[src/logic/ctm_pkg.sv]
package ctm_pkg;

    // =========================================================
    // register map, per timer
    // =========================================================
    localparam int           TIMERS      = 2;
    localparam int           ADDR_W      = 8;
    localparam logic [2:0]   REG_CTL0    = 3'h0;
    localparam logic [2:0]   REG_CTL1    = 3'h1;
    localparam logic [2:0]   REG_CNT_LO  = 3'h2;
    localparam logic [2:0]   REG_CNT_HI  = 3'h3;
    localparam logic [2:0]   REG_CMPA_LO = 3'h4;
    localparam logic [2:0]   REG_CMPA_HI = 3'h5;
    localparam logic [1:0]   RESP_OKAY   = 2'h0;
    localparam logic [1:0]   RESP_SLVERR = 2'h2;

    // =========================================================
    // control byte 0 and 1 fields
    // =========================================================
    localparam int           C0_PAUSE    = 7;
    localparam int           C0_CK_LSB   = 4;
    localparam int           C0_ON       = 3;
    localparam int           C0_RP_LSB   = 0;
    localparam int           C1_MODE_LSB = 6;
    localparam int           C1_IO_LSB   = 4;
    localparam int           C1_OC       = 3;
    localparam int           C1_POL      = 2;
    localparam int           C1_DPX      = 1;
    localparam int           C1_CCLR     = 0;
    localparam logic [7:0]   CTL_RESET   = 8'h00;

    // =========================================================
    // counter constants
    // =========================================================
    localparam int           CNT_W       = 10;
    localparam int           RP_W        = 3;
    localparam logic [6:0]   P_LOW_ONES  = 7'h7F;

    typedef enum logic [2:0] {
        CK_SYS_DIV4 = 3'b000,
        CK_SYS      = 3'b001,
        CK_H_DIV16  = 3'b010,
        CK_H_DIV64  = 3'b011,
        CK_SUB_A    = 3'b100,
        CK_SUB_B    = 3'b101,
        CK_EXT_RISE = 3'b110,
        CK_EXT_FALL = 3'b111
    } clk_sel_e;

    typedef enum logic [1:0] {
        MODE_CMP  = 2'b00,
        MODE_UNDF = 2'b01,
        MODE_PWM  = 2'b10,
        MODE_TMR  = 2'b11
    } mode_e;

    typedef enum logic [1:0] {
        IO_NONE = 2'b00,
        IO_LOW  = 2'b01,
        IO_HIGH = 2'b10,
        IO_TOG  = 2'b11
    } io_e;

endpackage

[src/logic/timer_if.sv]
`timescale 1ns/1ps
`default_nettype none
interface timer_if;
    logic [7:0] ctl0;
    logic [7:0] ctl1;
    logic [9:0] cmpa;
    logic [9:0] cnt;
    logic       irq_a;
    logic       irq_p;
    logic       pin;
    logic       pin_n;
    modport ctl  (output ctl0, ctl1, cmpa, input cnt, irq_a, irq_p, pin, pin_n);
    modport core (input ctl0, ctl1, cmpa, output cnt, irq_a, irq_p, pin, pin_n);
endinterface
`default_nettype wire

[src/logic/compact_timer.sv]
// The AXI4-Lite register port and the address map were chosen for this implementation.
`timescale 1ns/1ps
`default_nettype none
module compact_timer (
    // clock and reset
    input  wire logic                      aclk,
    input  wire logic                      aresetn,
    // axi4-lite write
    input  wire logic [ctm_pkg::ADDR_W-1:0] awaddr,
    input  wire logic                      awvalid,
    output logic                           awready,
    input  wire logic [31:0]               wdata,
    input  wire logic [3:0]                wstrb,
    input  wire logic                      wvalid,
    output logic                           wready,
    output logic [1:0]                     bresp,
    output logic                           bvalid,
    input  wire logic                      bready,
    // axi4-lite read
    input  wire logic [ctm_pkg::ADDR_W-1:0] araddr,
    input  wire logic                      arvalid,
    output logic                           arready,
    output logic [31:0]                    rdata,
    output logic [1:0]                     rresp,
    output logic                           rvalid,
    input  wire logic                      rready,
    // timer pins
    input  wire logic [1:0]                external_clock_pin,
    input  wire logic                      sub_clock_pin,
    output logic [1:0]                     timer_output_pin,
    output logic [1:0]                     timer_output_pin_inverted,
    // match requests
    output logic [1:0]                     compare_a_irq,
    output logic [1:0]                     period_irq
);
    typedef struct packed {
        logic [7:0]      awaddr;
        logic            aw_held;
        logic [7:0]      wbyte;
        logic            wlane0;
        logic            w_held;
        logic            awready;
        logic            wready;
        logic            bvalid;
        logic [1:0]      bresp;
        logic            arready;
        logic            rvalid;
        logic [1:0]      rresp;
        logic [7:0]      rbyte;
        logic [1:0][7:0] ctl0;
        logic [1:0][7:0] ctl1;
        logic [1:0][7:0] hold;
        logic [1:0][9:0] cmpa;
    } bus_s;

    localparam bus_s BUS_RESET = '{awready: 1'b1, wready: 1'b1, arready: 1'b1, default: '0};

    bus_s       r_reg;
    bus_s       r_next;
    logic [9:0] cnt_w [2];
    logic       wr_go;
    logic       wr_t;
    logic [2:0] wr_idx;
    logic       rd_go;
    logic       rd_t;
    logic [2:0] rd_idx;

    // =========================================================
    // address decode
    // =========================================================
    function automatic logic addr_ok(input logic [7:0] a);
        return (a[7:6] == 2'h0) && (a[1:0] == 2'h0) && (a[4:2] <= ctm_pkg::REG_CMPA_HI);
    endfunction

    // =========================================================
    // timer copies
    // =========================================================
    genvar g;
    generate
        for (g = 0; g < ctm_pkg::TIMERS; g++) begin : gen_timer
            timer_if tif ();
            assign tif.ctl0 = r_reg.ctl0[g];
            assign tif.ctl1 = r_reg.ctl1[g];
            assign tif.cmpa = r_reg.cmpa[g];
            assign cnt_w[g] = tif.cnt;
            assign timer_output_pin[g]          = tif.pin;
            assign timer_output_pin_inverted[g] = tif.pin_n;
            assign compare_a_irq[g]             = tif.irq_a;
            assign period_irq[g]                = tif.irq_p;
            timer_core u_core (
                .aclk        (aclk),
                .aresetn     (aresetn),
                .ext_clk_pin (external_clock_pin[g]),
                .sub_clk_pin (sub_clock_pin),
                .tif         (tif.core)
            );
        end
    endgenerate

    // =========================================================
    // bus slave and register file
    // =========================================================
    always_comb begin
        r_next = r_reg;
        wr_go  = r_reg.aw_held && r_reg.w_held && !r_reg.bvalid;
        wr_t   = r_reg.awaddr[5];
        wr_idx = r_reg.awaddr[4:2];
        rd_go  = arvalid && r_reg.arready;
        rd_t   = araddr[5];
        rd_idx = araddr[4:2];
        if (awvalid && r_reg.awready) begin
            r_next.awaddr  = awaddr;
            r_next.aw_held = 1'b1;
        end
        if (wvalid && r_reg.wready) begin
            r_next.wbyte   = wdata[7:0];
            r_next.wlane0  = wstrb[0];
            r_next.w_held  = 1'b1;
        end
        if (r_reg.bvalid && bready) begin
            r_next.bvalid = 1'b0;
        end
        if (r_reg.rvalid && rready) begin
            r_next.rvalid = 1'b0;
        end
        if (rd_go) begin
            r_next.rvalid = 1'b1;
            r_next.rresp  = addr_ok(araddr) ? ctm_pkg::RESP_OKAY : ctm_pkg::RESP_SLVERR;
            r_next.rbyte  = 8'h00;
            if (addr_ok(araddr)) begin
                unique case (rd_idx)
                    ctm_pkg::REG_CTL0:    r_next.rbyte = r_reg.ctl0[rd_t];
                    ctm_pkg::REG_CTL1:    r_next.rbyte = r_reg.ctl1[rd_t];
                    ctm_pkg::REG_CNT_HI: begin
                        r_next.rbyte        = {6'h00, cnt_w[rd_t][9:8]};
                        r_next.hold[rd_t]   = cnt_w[rd_t][7:0];
                    end
                    ctm_pkg::REG_CMPA_HI: begin
                        r_next.rbyte        = {6'h00, r_reg.cmpa[rd_t][9:8]};
                        r_next.hold[rd_t]   = r_reg.cmpa[rd_t][7:0];
                    end
                    default:              r_next.rbyte = r_reg.hold[rd_t];
                endcase
            end
        end
        if (wr_go) begin
            r_next.bvalid  = 1'b1;
            r_next.aw_held = 1'b0;
            r_next.w_held  = 1'b0;
            r_next.bresp   = addr_ok(r_reg.awaddr) ? ctm_pkg::RESP_OKAY : ctm_pkg::RESP_SLVERR;
            if (addr_ok(r_reg.awaddr) && r_reg.wlane0) begin
                unique case (wr_idx)
                    ctm_pkg::REG_CTL0:    r_next.ctl0[wr_t] = r_reg.wbyte;
                    ctm_pkg::REG_CTL1:    r_next.ctl1[wr_t] = r_reg.wbyte;
                    ctm_pkg::REG_CMPA_LO: r_next.hold[wr_t] = r_reg.wbyte;
                    ctm_pkg::REG_CMPA_HI: begin
                        r_next.cmpa[wr_t] = {r_reg.wbyte[1:0], r_reg.hold[wr_t]};
                    end
                    default:              r_next.hold[wr_t] = r_reg.hold[wr_t];
                endcase
            end
        end
        r_next.awready = !r_next.aw_held;
        r_next.wready  = !r_next.w_held;
        r_next.arready = !r_next.rvalid;
    end

    always_ff @(posedge aclk) begin
        if (!aresetn) begin
            r_reg <= BUS_RESET;
        end else begin
            r_reg <= r_next;
        end
    end

    assign awready = r_reg.awready;
    assign wready  = r_reg.wready;
    assign bvalid  = r_reg.bvalid;
    assign bresp   = r_reg.bresp;
    assign arready = r_reg.arready;
    assign rvalid  = r_reg.rvalid;
    assign rresp   = r_reg.rresp;
    assign rdata   = {24'h000000, r_reg.rbyte};
endmodule
`default_nettype wire

[src/logic/timer_core.sv]
`timescale 1ns/1ps
`default_nettype none
module timer_core (
    // clock and reset
    input  wire logic aclk,
    input  wire logic aresetn,
    // pins
    input  wire logic ext_clk_pin,
    input  wire logic sub_clk_pin,
    // control and status
    timer_if.core     tif
);
    typedef struct packed {
        logic [9:0] cnt;
        logic       on_d;
        logic [5:0] pre;
        logic [2:0] ext_s;
        logic       ext_lvl;
        logic [2:0] sub_s;
        logic       sub_lvl;
        logic       out;
        logic       pin;
        logic       pin_n;
        logic       irq_a;
        logic       irq_p;
    } core_s;

    localparam core_s CORE_RESET = '{pin_n: 1'b1, default: '0};

    core_s r_reg;
    core_s r_next;
    logic  tick;
    logic  run;
    logic  match_a;
    logic  match_p;
    logic  clr_by_a;
    logic  active;

    wire logic       on    = tif.ctl0[ctm_pkg::C0_ON];
    wire logic       pause = tif.ctl0[ctm_pkg::C0_PAUSE];
    wire logic [2:0] rp    = tif.ctl0[ctm_pkg::C0_RP_LSB +: ctm_pkg::RP_W];
    wire logic       oc    = tif.ctl1[ctm_pkg::C1_OC];
    wire logic       dpx   = tif.ctl1[ctm_pkg::C1_DPX];
    wire ctm_pkg::clk_sel_e sel  = ctm_pkg::clk_sel_e'(tif.ctl0[ctm_pkg::C0_CK_LSB +: 3]);
    wire ctm_pkg::mode_e    mode = ctm_pkg::mode_e'(tif.ctl1[ctm_pkg::C1_MODE_LSB +: 2]);
    wire ctm_pkg::io_e      io   = ctm_pkg::io_e'(tif.ctl1[ctm_pkg::C1_IO_LSB +: 2]);

    // =========================================================
    // next state
    // =========================================================
    always_comb begin
        r_next       = r_reg;
        r_next.pre   = r_reg.pre + 6'h01;
        r_next.ext_s = {r_reg.ext_s[1:0], ext_clk_pin};
        r_next.sub_s = {r_reg.sub_s[1:0], sub_clk_pin};
        if (r_reg.ext_s[1] == r_reg.ext_s[2]) begin
            r_next.ext_lvl = r_reg.ext_s[2];
        end
        if (r_reg.sub_s[1] == r_reg.sub_s[2]) begin
            r_next.sub_lvl = r_reg.sub_s[2];
        end
        unique case (sel)
            ctm_pkg::CK_SYS_DIV4: tick = (r_reg.pre[1:0] == 2'h3);
            ctm_pkg::CK_SYS:      tick = 1'b1;
            ctm_pkg::CK_H_DIV16:  tick = (r_reg.pre[3:0] == 4'hF);
            ctm_pkg::CK_H_DIV64:  tick = (r_reg.pre == 6'h3F);
            ctm_pkg::CK_SUB_A,
            ctm_pkg::CK_SUB_B:    tick = r_next.sub_lvl & ~r_reg.sub_lvl;
            ctm_pkg::CK_EXT_RISE: tick = r_next.ext_lvl & ~r_reg.ext_lvl;
            ctm_pkg::CK_EXT_FALL: tick = ~r_next.ext_lvl & r_reg.ext_lvl;
        endcase
        run      = on & ~pause & tick;
        match_a  = (r_reg.cnt == tif.cmpa);
        match_p  = (r_reg.cnt == {rp - 3'h1, ctm_pkg::P_LOW_ONES});
        clr_by_a = (mode == ctm_pkg::MODE_PWM) ? dpx : tif.ctl1[ctm_pkg::C1_CCLR];
        active   = dpx ? (r_reg.cnt[9:7] < rp) : (r_reg.cnt < tif.cmpa);
        r_next.on_d  = on;
        r_next.irq_a = run & match_a;
        r_next.irq_p = run & match_p;
        if (on && !r_reg.on_d) begin
            r_next.cnt = '0;
            r_next.out = oc;
        end else if (run) begin
            if ((match_a && clr_by_a) || (match_p && !clr_by_a)) begin
                r_next.cnt = '0;
            end else begin
                r_next.cnt = r_reg.cnt + 10'h001;
            end
            if (mode == ctm_pkg::MODE_CMP && match_a) begin
                unique case (io)
                    ctm_pkg::IO_NONE: r_next.out = r_reg.out;
                    ctm_pkg::IO_LOW:  r_next.out = 1'b0;
                    ctm_pkg::IO_HIGH: r_next.out = 1'b1;
                    ctm_pkg::IO_TOG:  r_next.out = ~r_reg.out;
                endcase
            end
        end
        if (mode == ctm_pkg::MODE_PWM && r_reg.on_d) begin
            unique case (io)
                ctm_pkg::IO_NONE: r_next.out = ~oc;
                ctm_pkg::IO_LOW:  r_next.out = oc;
                ctm_pkg::IO_HIGH: r_next.out = active ? oc : ~oc;
                default:          r_next.out = r_reg.out;
            endcase
        end
        if (mode != ctm_pkg::MODE_TMR) begin
            r_next.pin = r_next.out ^ tif.ctl1[ctm_pkg::C1_POL];
        end
        r_next.pin_n = ~r_next.pin;
    end

    always_ff @(posedge aclk) begin
        if (!aresetn) begin
            r_reg <= CORE_RESET;
        end else begin
            r_reg <= r_next;
        end
    end

    assign tif.cnt   = r_reg.cnt;
    assign tif.irq_a = r_reg.irq_a;
    assign tif.irq_p = r_reg.irq_p;
    assign tif.pin   = r_reg.pin;
    assign tif.pin_n = r_reg.pin_n;
endmodule
`default_nettype wire

[config.mk]
export PLATFORM = sky130hd
export DESIGN_NAME = compact_timer
export DESIGN_NICKNAME = d
export VERILOG_FILES = /design/src/logic/ctm_pkg.sv /design/src/logic/timer_if.sv /design/src/logic/compact_timer.sv /design/src/logic/timer_core.sv
export SDC_FILE = /design/constraint.sdc
export NUM_CORES = 1
export LEC_CHECK = 0
export ABC_AREA = 1
export BUFFER_PORTS_ARGS = -buffer_cell sky130_fd_sc_hd__buf_2
export CAP_MARGIN = 0
export CORE_ASPECT_RATIO = 0.9
export CORE_MARGIN = 3
export CORE_UTILIZATION = 25
export CTS_CLUSTER_DIAMETER = 50
export CTS_CLUSTER_SIZE = 40
export DETAILED_ROUTE_END_ITERATION = 8
export GPL_ROUTABILITY_DRIVEN = 0
export PLACE_DENSITY_LB_ADDON = 0.05
export SKIP_CTS_REPAIR_TIMING = 1
export SLEW_MARGIN = 40
export SYNTH_ARGS = -nofsm -noshare
export SYNTH_HDL_FRONTEND = slang
export SYNTH_SLANG_ARGS = --single-unit
[constraint.sdc]
create_clock -name aclk -period 2.8 [get_ports aclk]
set_input_delay 0.28 -clock aclk [delete_from_list [all_inputs] [get_ports aclk]]
set_output_delay 0.28 -clock aclk [all_outputs]
set_load 0.01 [all_outputs]
==> run_results.csv <==
group,metric,value,unit
global_route,use_met2,0.232,
cts,clk_latency,440,ps
global_route,antenna_found_initial,0,
yosys,synth_compound_area_frac,0.212,
floorplan,die_area,35600,sq um
critical_path,crit_family,"simple AND/OR/NAND/NOR gates",
critical_path,arrival,2610,ps
timing,fmax,435,MHz
timing,rsz0062_at_grt,"no",
yosys,async_flop_share,0,
floorplan,fp.dieW,199,microns
cells_and_area,final_cell_mix,"nand2_1 (201), dfxtp_1 (159), inv_1 (145)",
floorplan,die_h,179,microns
cells_and_area,fin_util,0.293,
yosys,synth_xor_area_frac,0.00630,
yosys,syn-cell-area,8340,sq um
place,portBuffers,57,
timing,setup-tns-final,0,ps
floorplan,floorplan.initialDensity,0.257,
critical_path,slowest_stage,"dfxtp_1",
global_route,grt_pass1_wl,42600,microns
power,seq_power_share,0.447,
power,p_switching,1340,uW
global_route,grt_busiest_layer,"met1",
cts,cts_made_buffers,17,
yosys,ys_seq_area_frac,0.382,
global_route,grt_pass1_vias,7022,
cts,clock-sinks,159,
yosys,synthFlopType,"dfxtp_1",
yosys,synth_top_area_share,0.382,
place,dpl.hpwl,20800,microns
cts,clock_tree.buffer_depth,2,
worst_hold_path,hold_path_class,"in -> reg",
timing,fin_worst_skew,13.3,ps
cts,cts_tree,"done",
global_route,met1_usage,0.237,
yosys,synth-edff-count,0,
yosys,muxShareOfSynthArea,0,
yosys,avgSynthCellArea,7.20,sq um
yosys,yosys.cell_types.count,48,
critical_path,path_max_fanout,6,
yosys,synth_top_family_by_area,"simple AND/OR/NAND/NOR gates",
drt,drt_iter0_markers,417,
yosys,synth_fa_ha_area_frac,0.0480,
critical_path,cp-end-kind,"flop",
timing,post-route-min-period,2300,ps
cts,path_clk_slew,70,ps
drt,wl_per_cell,17.2,microns
yosys,synthCells,1159,
drt,via_count,7412,
timing,fin_ws,502,ps
yosys,ys_seq_elements,159,
floorplan,placementRows,62,
timing,whs,28.1,ps
timing,report.final.slew_viol_count,0,
yosys,synth.area.top_cells,"dfxtp_1 (38%), nand2_1 (9.0%), inv_1 (6.5%), a21oi_1 (5.7%), nor2_1 (5.3%)",
cts,h-tree-depth,4,
run,cap_violations,0,
cells_and_area,drive_gt1_frac,0.116,
timing,fin_crit_sh,0.821,
cells_and_area,nNetsFinal,1283,
cts,root_buffer,"clkbuf_16",
critical_path,crit_path_frequent_cell,"nand2_1",
cells_and_area,area_growth,13.8,%
place,dp_slack,439,ps
cells_and_area,num_antenna_cells,0,
timing,setup_viol,0,
cells_and_area,largest_reg_flops,35,
drt,viasPerCell,4.58,
yosys,yosys.area_share.simple,0.217,
critical_path,crit_chain,"ha_1 -> nand2_1 -> nor2_1 -> nand2_1 -> nor2_1 -> nand2_1 -> nand2_1 -> nand2_1 -> nand2_1 -> nor3_1",
drt,wirelength,27800,microns
global_route,use_met3,0.0263,
power,ir_worst_vdd,380,uV
global_route,grt_max_degree,63,
critical_path,cp.required,3120,ps
critical_path,slowest_delay,420,ps
cells_and_area,design_area,9490,sq um
power,power_frac_clock,0.486,
power,combPwrFrac,0.068,
global_route,grt_usage,0.159,
critical_path,worstSetupPathType,"reg -> reg",
place,placed_area,8850,sq um
yosys,yosys_warnings,0,
power,swShare,0.253,
floorplan,io_pins,111,
drt,drtAntennaViolNets,0,
timing,slew_headroom,0.489,
critical_path,start_kind,"flop",
yosys,yosysTopAreaCell,"dfxtp_1",
drt,post-route-drc-count,0,
cells_and_area,final_common_cell,"nand2_1",
power,p_leak,0.00392,uW
timing,tightest_slew,767,ps
timing,hold_viol_final,0,
critical_path,path_buf_inv,0,
power,power.density,558,nW/um^2
drt,dr.pass1.iters,5,
floorplan,core-area,32400,sq um
global_route,grt_overflow,0,
power,p_int,3950,uW
outcome,outcome,"finished, final reports clean",
worst reg2reg max path: stages (launching register included):
cell,delay [ps]
dfxtp_1,420
ha_1,360
nand2_1,80
nor2_1,360
nand2_1,130
nor2_1,160
nand2_1,130
nand2_1,110
nand2_1,110
nand2_1,230
nor3_1,90
routing by layer:
metal  part of all wire  vias up
met5                  0        -
met4              0.019        0
met3              0.035       27
met2               0.41      140
met1               0.53     3380
li1                   -     3865
Yosys cell counts (8+ instances only):
| cell | number |
|---|---|
| buf_4 | 46 |
| o211ai_1 | 28 |
| clkbuf_1 | 30 |
| a21oi_1 | 95 |
| ha_1 | 32 |
| inv_2 | 14 |
| o221ai_1 | 8 |
| o21ai_1 | 12 |
| nor2_1 | 118 |
| nand2_1 | 201 |
| a211oi_1 | 31 |
| o31ai_1 | 8 |
| o21ai_0 | 78 |
| buf_2 | 10 |
| nand4_1 | 8 |
| nor3_1 | 13 |
| dfxtp_1 | 159 |
| nand3_1 | 49 |
| inv_1 | 145 |
worst paths after layout:
path	start	to	slack [ps]	cells after the start
worst max-delay path	gen_timer[1].u_core.tif.cnt[9]$_SDFFE_PP0N_	gen_timer[1].u_core.tif.cnt[8]$_SDFFE_PP0N_	500	10
worst min-delay path	sub_clock_pin	gen_timer[1].u_core.r_next[7]$_SDFF_PN0_	30	3
worst max register to register	gen_timer[1].u_core.tif.cnt[9]$_SDFFE_PP0N_	gen_timer[1].u_core.tif.cnt[8]$_SDFFE_PP0N_	500	10
worst min register to register	gen_timer[1].u_core.r_next[11]$_SDFF_PN0_	gen_timer[1].u_core.r_next[12]$_SDFF_PN0_	410	2
layout make-up:
type | count | area, sq um
Clock buffer | 20 | 457
Clock inverter | 12 | 183
Fill cell | 3645 | 22900
Inverter | 162 | 608
Multi-Input combinational cell | 776 | 4130
Sequential cell | 159 | 3180
Tap cell | 416 | 520
Timing Repair Buffer | 73 | 405
stage by stage:
step	instances	total power, uW
3_5_place_dp	1586	2780
6_report	1618	5290
2_1_floorplan	1184	2640
5_1_grt	1618	5520
3_3_place_gp	1586	2780
4_1_cts	1618	5380
power groups by stage:
stage	logic [uW]	clock network, uW	registers (uW)
floorplan	252	0	2390
global placement	362	0	2420
detailed placement	362	0	2420
CTS	363	2650	2360
global route	403	2750	2370
finish	359	2570	2360
logic make-up after synthesis:
family | after synthesis
other cells | 1
fa+ha+maj | 32
buf+inv | 249
xor+xnor | 6
compound gates | 294
flops | 159
simple gates | 418
Note: power is estimated with default switching activity, not from simulation.
